## src/hsi_pkg.sv

```systemverilog
// Shared constants and types for the hub strap sampling and indicator block
`default_nettype none

package hsi_pkg;

  // Reset timing
  localparam int CLK_PERIOD_NS = 40;
  localparam int RESET_MIN_NS  = 1000;
  localparam int RESET_HOLD_CYC =
    (RESET_MIN_NS + CLK_PERIOD_NS - 1) / CLK_PERIOD_NS;

  // Register byte offsets
  localparam logic [7:0] STATUS_OFS = 8'h00;
  localparam logic [7:0] CTRL_OFS   = 8'h04;
  localparam logic [7:0] LIVE_OFS   = 8'h08;

  // Status fields
  localparam int ST_CFG_LSB   = 0;
  localparam int ST_FIXED_LSB = 3;
  localparam int ST_SELFPWR   = 5;
  localparam int ST_RATE48    = 6;
  localparam int ST_STRAPEN   = 7;
  localparam int ST_METH_LSB  = 8;
  localparam int ST_MASK_LSB  = 12;
  localparam int ST_ACTLOW    = 15;

  // Control fields
  localparam int CTRL_IND_EN = 0;
  localparam logic [31:0] CTRL_RESET = 32'h0000_0001;

  // Live fields
  localparam int LIVE_ACTIVE  = 0;
  localparam int LIVE_LEVEL   = 1;
  localparam int LIVE_INRESET = 2;

  // Fixed-port strap codes
  localparam logic [1:0] FIX_NONE = 2'h0;
  localparam logic [1:0] FIX_P1   = 2'h1;
  localparam logic [1:0] FIX_P12  = 2'h2;
  localparam logic [1:0] FIX_P123 = 2'h3;

  // Lower select codes
  localparam logic [1:0] SEL_SMBUS  = 2'h1;
  localparam logic [1:0] SEL_EEPROM = 2'h3;

  // Pin vector positions at the synchroniser
  localparam int PIN_RESET_N = 0;
  localparam int PIN_SUPPLY  = 1;
  localparam int PIN_CFG_LO  = 2;
  localparam int PIN_CFG_MID = 3;
  localparam int PIN_CFG_HI  = 4;
  localparam int PIN_FIX_HI  = 5;
  localparam int PIN_IND     = 6;
  localparam int PIN_RATE    = 7;
  localparam int PIN_EXTCLK  = 8;
  localparam int PIN_COUNT   = 9;

  typedef enum logic [3:0] {
    METH_DEF_STRAP = 4'b0001,
    METH_SMBUS     = 4'b0010,
    METH_EEPROM    = 4'b0100,
    METH_DEF_FIXED = 4'b1000
  } hsi_method_e;

  typedef enum logic [1:0] {
    ST_HOLD = 2'b01,
    ST_RUN  = 2'b10
  } hsi_rst_e;

  typedef struct packed {
    logic [2:0] cfg;
    logic [1:0] fixed;
    logic       selfPow;
    logic       rate48;
  } hsi_strap_s;

  localparam hsi_strap_s STRAP_RESET = '0;

endpackage

`default_nettype wire

```

## src/hsi_strap_ind.sv

```systemverilog
// Strap capture at reset release, configuration decode and activity indicator
`timescale 1ns/100ps
`default_nettype none

module hsi_strap_ind #(
  parameter int LARGE_PKG = 0,
  parameter int ADDR_W    = 8
) (
  input  wire logic              ref_clk,
  input  wire logic              reset,
  input  wire logic              psel,
  input  wire logic              penable,
  input  wire logic              pwrite,
  input  wire logic [ADDR_W-1:0] paddr,
  input  wire logic [31:0]       pwdata,
  input  wire logic [3:0]        pstrb,
  output logic      [31:0]       prdata,
  output logic                   pready,
  output logic                   pslverr,
  input  wire logic              resetPinN,
  input  wire logic              supplyStable,
  input  wire logic              configSelectHigh,
  input  wire logic              configSelectMid,
  input  wire logic              configSelectLow,
  input  wire logic              fixedPortStrapHi,
  input  wire logic              indicatorIn,
  output logic                   indicatorOut,
  output logic                   indicatorOeN,
  input  wire logic              clockRateSelect,
  input  wire logic              externalClock,
  input  wire logic              hubConfigured,
  input  wire logic              hubSuspended,
  output logic                   coreReset,
  output hsi_pkg::hsi_strap_s    strapInfo,
  output logic      [3:1]        portFixedMask,
  output hsi_pkg::hsi_method_e   configMethod,
  output logic                   strapsEnabled,
  output logic                   selfPowered,
  output logic                   rate48Mode
);

  if (LARGE_PKG != 0 && LARGE_PKG != 1) begin : g_chk_pkg
    $error("hsi_strap_ind: LARGE_PKG must be 0 or 1");
  end
  if (ADDR_W < 8) begin : g_chk_addr
    $error("hsi_strap_ind: ADDR_W must be at least 8");
  end

  localparam logic LARGE = (LARGE_PKG != 0);
  localparam logic [4:0] HOLD_LAST = 5'(hsi_pkg::RESET_HOLD_CYC - 1);

  function automatic logic [3:1] fixedDecode(input logic [1:0] code);
    case (code)
      hsi_pkg::FIX_P1:   fixedDecode = 3'b001;
      hsi_pkg::FIX_P12:  fixedDecode = 3'b011;
      hsi_pkg::FIX_P123: fixedDecode = 3'b111;
      default:           fixedDecode = 3'b000;
    endcase
  endfunction

  function automatic hsi_pkg::hsi_method_e methodDecode(input logic [2:0] cfg);
    if (LARGE && cfg[2]) begin
      methodDecode = hsi_pkg::METH_DEF_FIXED;
    end else begin
      case (cfg[1:0])
        hsi_pkg::SEL_SMBUS:  methodDecode = hsi_pkg::METH_SMBUS;
        hsi_pkg::SEL_EEPROM: methodDecode = hsi_pkg::METH_EEPROM;
        default:             methodDecode = hsi_pkg::METH_DEF_STRAP;
      endcase
    end
  endfunction

  logic [hsi_pkg::PIN_COUNT-1:0] pinRaw;
  logic [hsi_pkg::PIN_COUNT-1:0] pinSync;

  assign pinRaw = {externalClock, clockRateSelect, indicatorIn,
                   fixedPortStrapHi, configSelectHigh, configSelectMid,
                   configSelectLow, supplyStable, resetPinN};

  hsi_sync #(
    .WIDTH (hsi_pkg::PIN_COUNT)
  ) u_sync (
    .ref_clk (ref_clk),
    .reset   (reset),
    .pinIn   (pinRaw),
    .pinOut  (pinSync)
  );

  // Reset sequencing
  hsi_pkg::hsi_rst_e rstState_r;
  logic [4:0]        holdCnt_r;
  logic              srcHold;
  logic              releasePulse;

  assign srcHold = !pinSync[hsi_pkg::PIN_RESET_N]
                || !pinSync[hsi_pkg::PIN_SUPPLY];
  assign releasePulse = (rstState_r == hsi_pkg::ST_HOLD) && !srcHold
                     && (holdCnt_r == HOLD_LAST);
  assign coreReset = (rstState_r != hsi_pkg::ST_RUN);

  // Internal reset is stretched to the least pulse width after every source lets go
  always_ff @(posedge ref_clk) begin
    if (reset) begin
      rstState_r <= hsi_pkg::ST_HOLD;
      holdCnt_r  <= '0;
    end else begin
      case (rstState_r)
        hsi_pkg::ST_HOLD: begin
          if (srcHold) begin
            holdCnt_r <= '0;
          end else if (holdCnt_r == HOLD_LAST) begin
            rstState_r <= hsi_pkg::ST_RUN;
          end else begin
            holdCnt_r <= holdCnt_r + 5'd1;
          end
        end
        hsi_pkg::ST_RUN: begin
          if (srcHold) begin
            rstState_r <= hsi_pkg::ST_HOLD;
            holdCnt_r  <= '0;
          end
        end
        default: begin
          rstState_r <= hsi_pkg::ST_HOLD;
          holdCnt_r  <= '0;
        end
      endcase
    end
  end

  // Strap capture
  logic [2:0]          cfgNow;
  hsi_pkg::hsi_method_e methNow;
  hsi_pkg::hsi_strap_s strap_nxt;

  assign cfgNow = {LARGE & pinSync[hsi_pkg::PIN_CFG_HI],
                   pinSync[hsi_pkg::PIN_CFG_MID],
                   pinSync[hsi_pkg::PIN_CFG_LO]};
  assign methNow = methodDecode(cfgNow);

  always_comb begin
    strap_nxt         = hsi_pkg::STRAP_RESET;
    strap_nxt.cfg     = cfgNow;
    strap_nxt.selfPow = pinSync[hsi_pkg::PIN_IND];
    if (methNow == hsi_pkg::METH_DEF_STRAP) begin
      strap_nxt.fixed = {pinSync[hsi_pkg::PIN_FIX_HI],
                         pinSync[hsi_pkg::PIN_IND]};
    end
    strap_nxt.rate48 = LARGE & pinSync[hsi_pkg::PIN_EXTCLK]
                     & pinSync[hsi_pkg::PIN_RATE];
  end

  // Only the release edge loads the straps
  always_ff @(posedge ref_clk) begin
    if (reset) begin
      strapInfo <= hsi_pkg::STRAP_RESET;
    end else if (releasePulse) begin
      strapInfo <= strap_nxt;
    end
  end

  logic activeLow;

  always_ff @(posedge ref_clk) begin
    if (reset) begin
      configMethod  <= hsi_pkg::METH_DEF_STRAP;
      strapsEnabled <= 1'b0;
      portFixedMask <= '0;
      activeLow     <= 1'b0;
    end else if (releasePulse) begin
      configMethod  <= methNow;
      strapsEnabled <= (methNow == hsi_pkg::METH_DEF_STRAP);
      portFixedMask <= fixedDecode(strap_nxt.fixed);
      activeLow     <= strap_nxt.fixed[0];
    end
  end

  assign selfPowered = strapInfo.selfPow;
  assign rate48Mode  = strapInfo.rate48;

  // Register file
  logic [31:0] ctrl_r;
  logic        accSetup;
  logic        accDone;
  logic        addrHit;
  logic        indActive;

  assign accSetup = psel && !penable;
  assign accDone  = psel && penable;
  assign addrHit  = (paddr[7:0] == hsi_pkg::STATUS_OFS)
                 || (paddr[7:0] == hsi_pkg::CTRL_OFS)
                 || (paddr[7:0] == hsi_pkg::LIVE_OFS);
  assign pready   = 1'b1;
  assign pslverr  = accDone && !addrHit;

  always_ff @(posedge ref_clk) begin
    if (reset) begin
      ctrl_r <= hsi_pkg::CTRL_RESET;
    end else if (accDone && pwrite && pstrb[0]
                 && paddr[7:0] == hsi_pkg::CTRL_OFS) begin
      ctrl_r[hsi_pkg::CTRL_IND_EN] <= pwdata[hsi_pkg::CTRL_IND_EN];
    end
  end

  always_ff @(posedge ref_clk) begin
    if (reset) begin
      prdata <= '0;
    end else if (accSetup) begin
      prdata <= '0;
      case (paddr[7:0])
        hsi_pkg::STATUS_OFS: begin
          prdata[hsi_pkg::ST_CFG_LSB +: 3]   <= strapInfo.cfg;
          prdata[hsi_pkg::ST_FIXED_LSB +: 2] <= strapInfo.fixed;
          prdata[hsi_pkg::ST_SELFPWR]        <= strapInfo.selfPow;
          prdata[hsi_pkg::ST_RATE48]         <= strapInfo.rate48;
          prdata[hsi_pkg::ST_STRAPEN]        <= strapsEnabled;
          prdata[hsi_pkg::ST_METH_LSB +: 4]  <= configMethod;
          prdata[hsi_pkg::ST_MASK_LSB +: 3]  <= portFixedMask;
          prdata[hsi_pkg::ST_ACTLOW]         <= activeLow;
        end
        hsi_pkg::CTRL_OFS: begin
          prdata <= ctrl_r;
        end
        hsi_pkg::LIVE_OFS: begin
          prdata[hsi_pkg::LIVE_ACTIVE]  <= indActive;
          prdata[hsi_pkg::LIVE_LEVEL]   <= indicatorOut;
          prdata[hsi_pkg::LIVE_INRESET] <= coreReset;
        end
        default: begin
          prdata <= '0;
        end
      endcase
    end
  end

  // Indicator pin; released during reset so its strap can be read
  assign indActive = hubConfigured && !hubSuspended
                  && ctrl_r[hsi_pkg::CTRL_IND_EN];

  always_ff @(posedge ref_clk) begin
    if (reset || coreReset) begin
      indicatorOut <= 1'b0;
      indicatorOeN <= 1'b1;
    end else begin
      indicatorOut <= indActive ^ activeLow;
      indicatorOeN <= 1'b0;
    end
  end

  // Checks
  high_strap_zero_a: assert property (
    @(posedge ref_clk) disable iff (reset)
    !LARGE |-> !strapInfo.cfg[2] && !cfgNow[2])
    else $error("highest strap not zero in small package");

  strap_capture_a: assert property (
    @(posedge ref_clk) disable iff (reset)
    releasePulse |=> strapInfo.cfg == $past(cfgNow) && !coreReset)
    else $error("config straps not captured at release");

  strap_hold_a: assert property (
    @(posedge ref_clk) disable iff (reset)
    !releasePulse |=> $stable(strapInfo) && $stable(portFixedMask))
    else $error("latched straps changed outside release");

  reset_stretch_a: assert property (
    @(posedge ref_clk) disable iff (reset)
    $fell(coreReset) |-> !$past(srcHold) && $past(holdCnt_r) == HOLD_LAST)
    else $error("internal reset released early");

  source_reset_a: assert property (
    @(posedge ref_clk) disable iff (reset)
    srcHold |=> coreReset [*2])
    else $error("reset source did not hold logic in reset");

  fixed_decode_a: assert property (
    @(posedge ref_clk) disable iff (reset)
    !coreReset |-> portFixedMask == fixedDecode(strapInfo.fixed))
    else $error("fixed port mask does not match strap");

  led_polarity_a: assert property (
    @(posedge ref_clk) disable iff (reset)
    !coreReset |-> activeLow == strapInfo.fixed[0])
    else $error("indicator polarity does not match strap");

  led_level_a: assert property (
    @(posedge ref_clk) disable iff (reset)
    !coreReset ##1 !coreReset |->
      !indicatorOeN && indicatorOut == ($past(indActive) ^ activeLow))
    else $error("indicator level wrong");

  smbus_mode_a: assert property (
    @(posedge ref_clk) disable iff (reset)
    releasePulse && !LARGE && cfgNow[1:0] == hsi_pkg::SEL_SMBUS
      |=> configMethod == hsi_pkg::METH_SMBUS && !strapsEnabled
          && portFixedMask == 3'b000)
    else $error("SMBus straps not decoded");

  rate_select_a: assert property (
    @(posedge ref_clk) disable iff (reset)
    releasePulse |=> rate48Mode == (LARGE && $past(pinSync[hsi_pkg::PIN_RATE])
                                    && $past(pinSync[hsi_pkg::PIN_EXTCLK])))
    else $error("clock rate select wrong");

  default_strap_a: assert property (
    @(posedge ref_clk) disable iff (reset)
    releasePulse && !cfgNow[2] && !cfgNow[0]
      |=> configMethod == hsi_pkg::METH_DEF_STRAP && strapsEnabled)
    else $error("default strap method not selected");

  fixed_capture_a: assert property (
    @(posedge ref_clk) disable iff (reset)
    releasePulse && methNow == hsi_pkg::METH_DEF_STRAP
      |=> strapInfo.fixed == {$past(pinSync[hsi_pkg::PIN_FIX_HI]),
                              $past(pinSync[hsi_pkg::PIN_IND])})
    else $error("fixed port straps not captured");

  fixed_off_a: assert property (
    @(posedge ref_clk) disable iff (reset)
    releasePulse && methNow != hsi_pkg::METH_DEF_STRAP
      |=> strapInfo.fixed == hsi_pkg::FIX_NONE && portFixedMask == '0 && !activeLow)
    else $error("fixed port straps used while disabled");

  self_power_a: assert property (
    @(posedge ref_clk) disable iff (reset)
    releasePulse |=> selfPowered == $past(pinSync[hsi_pkg::PIN_IND]))
    else $error("self power sense not captured");

  led_idle_a: assert property (
    @(posedge ref_clk) disable iff (reset)
    !coreReset && (!hubConfigured || hubSuspended) ##1 !coreReset
      |-> indicatorOut == activeLow)
    else $error("indicator asserted while idle");

endmodule // hsi_strap_ind

`default_nettype wire

```

## src/hsi_sync.sv

```systemverilog
// Three-stage pin synchroniser that accepts a change once stages two and three agree
`timescale 1ns/100ps
`default_nettype none

module hsi_sync #(
  parameter int WIDTH = 1
) (
  input  wire logic             ref_clk,
  input  wire logic             reset,
  input  wire logic [WIDTH-1:0] pinIn,
  output logic      [WIDTH-1:0] pinOut
);

  logic [WIDTH-1:0] stage1_r;
  logic [WIDTH-1:0] stage2_r;
  logic [WIDTH-1:0] stage3_r;

  if (WIDTH < 1) begin : g_chk
    $error("hsi_sync: WIDTH must be at least 1");
  end

  always_ff @(posedge ref_clk) begin
    if (reset) begin
      stage1_r <= '0;
      stage2_r <= '0;
      stage3_r <= '0;
    end else begin
      stage1_r <= pinIn;
      stage2_r <= stage1_r;
      stage3_r <= stage2_r;
    end
  end

  // Per bit, the output follows only when the last two stages agree
  always_ff @(posedge ref_clk) begin
    if (reset) begin
      pinOut <= '0;
    end else begin
      for (int i = 0; i < WIDTH; i++) begin
        if (stage2_r[i] == stage3_r[i]) begin
          pinOut[i] <= stage3_r[i];
        end
      end
    end
  end

endmodule // hsi_sync

`default_nettype wire

```

## config.mk

```make
export PLATFORM = sky130hd
export DESIGN_NAME = hsi_strap_ind
export DESIGN_NICKNAME = d
export VERILOG_FILES = /design/src/hsi_pkg.sv /design/src/hsi_strap_ind.sv /design/src/hsi_sync.sv
export SDC_FILE = /design/constraint.sdc
export NUM_CORES = 1
export LEC_CHECK = 0
export BUFFER_PORTS_ARGS = -buffer_cell sky130_fd_sc_hd__buf_2
export CORE_MARGIN = 1.5
export CORE_UTILIZATION = 49
export DETAILED_ROUTE_END_ITERATION = 6
export PLACE_DENSITY = 0.84
export SLEW_MARGIN = 10
export SYNTH_ARGS = -nofsm -noshare
export SYNTH_HDL_FRONTEND = slang
export SYNTH_SLANG_ARGS = --single-unit
```

## constraint.sdc

```tcl
create_clock -name ref_clk -period 3.1 [get_ports ref_clk]
set_clock_uncertainty 0.05 [all_clocks]
set_input_delay 0 -clock ref_clk [delete_from_list [all_inputs] [get_ports ref_clk]]
set_output_delay 0 -clock ref_clk [all_outputs]
set_load 0.02 [all_outputs]
```

==> impl_metrics.env <==
export IMPL_max_slew_margin=0.281
export IMPL_cts_root_buffer="clkbuf_8"
export IMPL_drv_slew=0
export IMPL_clk_pin_slew_ns=0.06
export IMPL_htree_levels=3
export IMPL_cp_num_buf_inv=1
export IMPL_routedWlPerCell_um=11.2
export IMPL_dpl_hpwl_um=2740
export IMPL_instances_no_fill=362
export IMPL_drv_cap=0
export IMPL_synth_avg_cell_area_um2=9.37
export IMPL_p_sw_frac=0.229
export IMPL_required_ns=3.30
export IMPL_rsz0062_at_grt="no"
export IMPL_grt_util_all_layers=0.165
export IMPL_grt_pass1_wl_um=6590
export IMPL_die_area_um2=5200
export IMPL_worstSetupPathType="register to register"
export IMPL_die_x_um=72.1
export IMPL_fin_crit_ns=1.90
export IMPL_routed_wl_um=4050
export IMPL_cts_setup_buffers=0
export IMPL_max_stage_delay_ns=0.45
export IMPL_antenna_found_initial=0
export IMPL_cellLeakagePower_nw=1.16
export IMPL_crit_path_top_delay_cell="or2_1"
export IMPL_path_delay_family="simple AND/OR/NAND/NOR gates"
export IMPL_crit_fanout=12
export IMPL_cts_sinks=57
export IMPL_nets=367
export IMPL_ios=114
export IMPL_vdd_drop_max_mv=0.276
export IMPL_finalHoldViolations=0
export IMPL_ys_seq_area_frac=0.487
export IMPL_final_cell_mix="57 x dfxtp_1, 53 x buf_2, 27 x nand2_1"
export IMPL_worstSetupStartpointType="register"
export IMPL_pwr_density_cell_nw_per_um2=517
export IMPL_drt_vias_per_instance=4.96
export IMPL_grt_pass1_vias=1546
export IMPL_synth_cells=250
export IMPL_timing_final_crit_share=0.612
export IMPL_ff2ff_setup_slack_ns=1.20
export IMPL_hp_class="primary input to register"
export IMPL_dr_pass1_iters=4
export IMPL_grt_overflow=0
export IMPL_die_y_um=72.1
export IMPL_drc=0
export IMPL_layout_commonest_cell="dfxtp_1"
export IMPL_critical_path_cell_chain="inv_1 > ha_1 > nand4b_1 > or2_1 > or3_1 > a21oi_1"
export IMPL_cp_data_arrival_time_ns=2.10
export IMPL_cts_tree="done"
export IMPL_detail_route_antenna_nets=0
export IMPL_yosys_warnings=0
export IMPL_io_buffers=53
export IMPL_finalSetupViolations=0
export IMPL_nFillCells=380
export IMPL_fin_setup_tns_ns=0
export IMPL_placementRows=24
export IMPL_synth_async_reset_ratio=0
export IMPL_hold_ws_ns=0.0186
export IMPL_power_frac_comb=0.058
export IMPL_synthToLayoutAreaGrowth_pct=17.6
export IMPL_ctsLongestPathBuffers=2
export IMPL_worst_slew_pin_slew_ns=1.08
export IMPL_synthesis_area_um2=2340
export IMPL_grt_max_degree=58
export IMPL_vias=1794
export IMPL_fmax_mhz=527
export IMPL_cts_buffers=9
export IMPL_coreArea_um2=4470
export IMPL_intPower_mw=1.10
export IMPL_drive_above_1_share=0.265
export IMPL_status="completed"
export IMPL_insertion_delay_ns=0.33
export IMPL_yosysUniqueCellTypes=37
export IMPL_synth_ff_type="dfxtp_1"
export IMPL_synth_seq_cells=57
export IMPL_synth_edf_count=0
export IMPL_drtIter0Drc=119
export IMPL_dpl_cell_count=338
export IMPL_p_clk_frac=0.419
export IMPL_p_sw_mw=0.326
export IMPL_diodes=0
export IMPL_start_util=0.523
export IMPL_pwr_share_seq=0.523
export IMPL_gp_congestion=0.793
export IMPL_endpoint_kind="register"
## power by group through the flow
stage	registers, mW	logic [mW]	clock network [mW]
final	0.746	0.0825	0.597
after detailed placement	0.762	0.0744	0
after floorplan	0.761	0.0762	0
after global routing	0.747	0.0908	0.652
after CTS	0.746	0.0822	0.616
after global placement	0.762	0.0734	0
## per-stage QoR
stage / setup slack (ns) / power (mW) / area, um2 / util
2_1_floorplan: 1.54 / 0.837 / 2420 / -
3_3_place_gp: 1.26 / 0.835 / 2500 / 0.559
3_5_place_dp: 1.22 / 0.836 / 2500 / 0.559
4_1_cts: 1.20 / 1.44 / 2760 / 0.616
5_1_grt: 1.04 / 1.49 / 2760 / 0.616
6_report: 1.20 / 1.42 / 2760 / 0.616
## cells by family after synthesis
logic type               count (synthesis)  synth area share
AO/OA/AOI/OAI                           48             0.127
other                                    2           0.00321
AND/OR/NAND/NOR                         97             0.248
buffers and inverters                   41             0.112
adder cells (fa/ha/maj)                  2            0.0107
flip-flops                              57             0.487
multiplexers                             2           0.00855
XOR/XNOR                                 1           0.00374
## per-layer routing
layer  track usage  vias to the layer above  share of wire
met5             0                        -              0
met4        0.0881                        0         0.0089
met1         0.186                      825           0.45
met3        0.0625                        4          0.050
li1              -                      916              -
met2         0.270                       49           0.49
## final timing paths
kind | cells after the start | from | end
worst max-delay path | 6 | holdCnt_r[0] | portFixedMask[1]
worst min-delay path | 4 | hubSuspended | indicatorOut
worst max register to register | 6 | holdCnt_r[0] | portFixedMask[1]
worst min register to register | 1 | u_sync.stage1_r[3] | u_sync.stage2_r[3]
## Yosys cell counts, drive strengths merged (2+ instances only)
cell    number  share of area
a211o        2         0.0080
a21oi       22          0.047
a31o         9          0.034
buf         30          0.094
clkbuf       8          0.013
conb         2         0.0032
dfxtp       57           0.49
ha           2          0.011
inv          3         0.0048
mux2i        2         0.0085
nand2       28          0.046
nand2b       4          0.011
nand3        2         0.0043
nand3b       5          0.016
nand4b       5          0.021
nor2        12          0.019
nor2b       21          0.056
nor3b        9          0.029
nor4         2          0.018
o21ai       11          0.024
or2          2         0.0053
or4          2         0.0064
## what timing repair did
item                      in CTS  in global routing
hold endpoints to repair       8                  0
gates resized for setup        0                  0
hold buffers                   8                  0
## final cells by class
class | instances | area [um2] | area share
sequential | 57 | 1140 | 0.414
multi-input combinational | 173 | 1020 | 0.370
timing repair buffer | 61 | 345 | 0.125
clock buffer | 13 | 159 | 0.0577
tap | 52 | 65.1 | 0.0236
clock inverter | 3 | 15.0 | 0.00545
inverter | 3 | 11.3 | 0.00409
## registers in the layout, summed over array words and instances (netlist names)
name / count
prdata: 12
u_sync.pinOut: 6
u_sync.stage1_r: 6
u_sync.stage2_r: 6
u_sync.stage3_r: 6
holdCnt_r: 5
strapInfo: 4
configMethod: 3
portFixedMask: 2
rstState_r: 2
ctrl_r: 1
indicatorOeN: 1
indicatorOut: 1
selfPowered: 1
strapsEnabled: 1
## tightest hold or removal path, stage by stage
cell,delay (ns)
buf_2,0.09
nand3b_1,0.12
xor2_1,0.07
nor2_1,0.08
(Power assumes the default switching activity.)
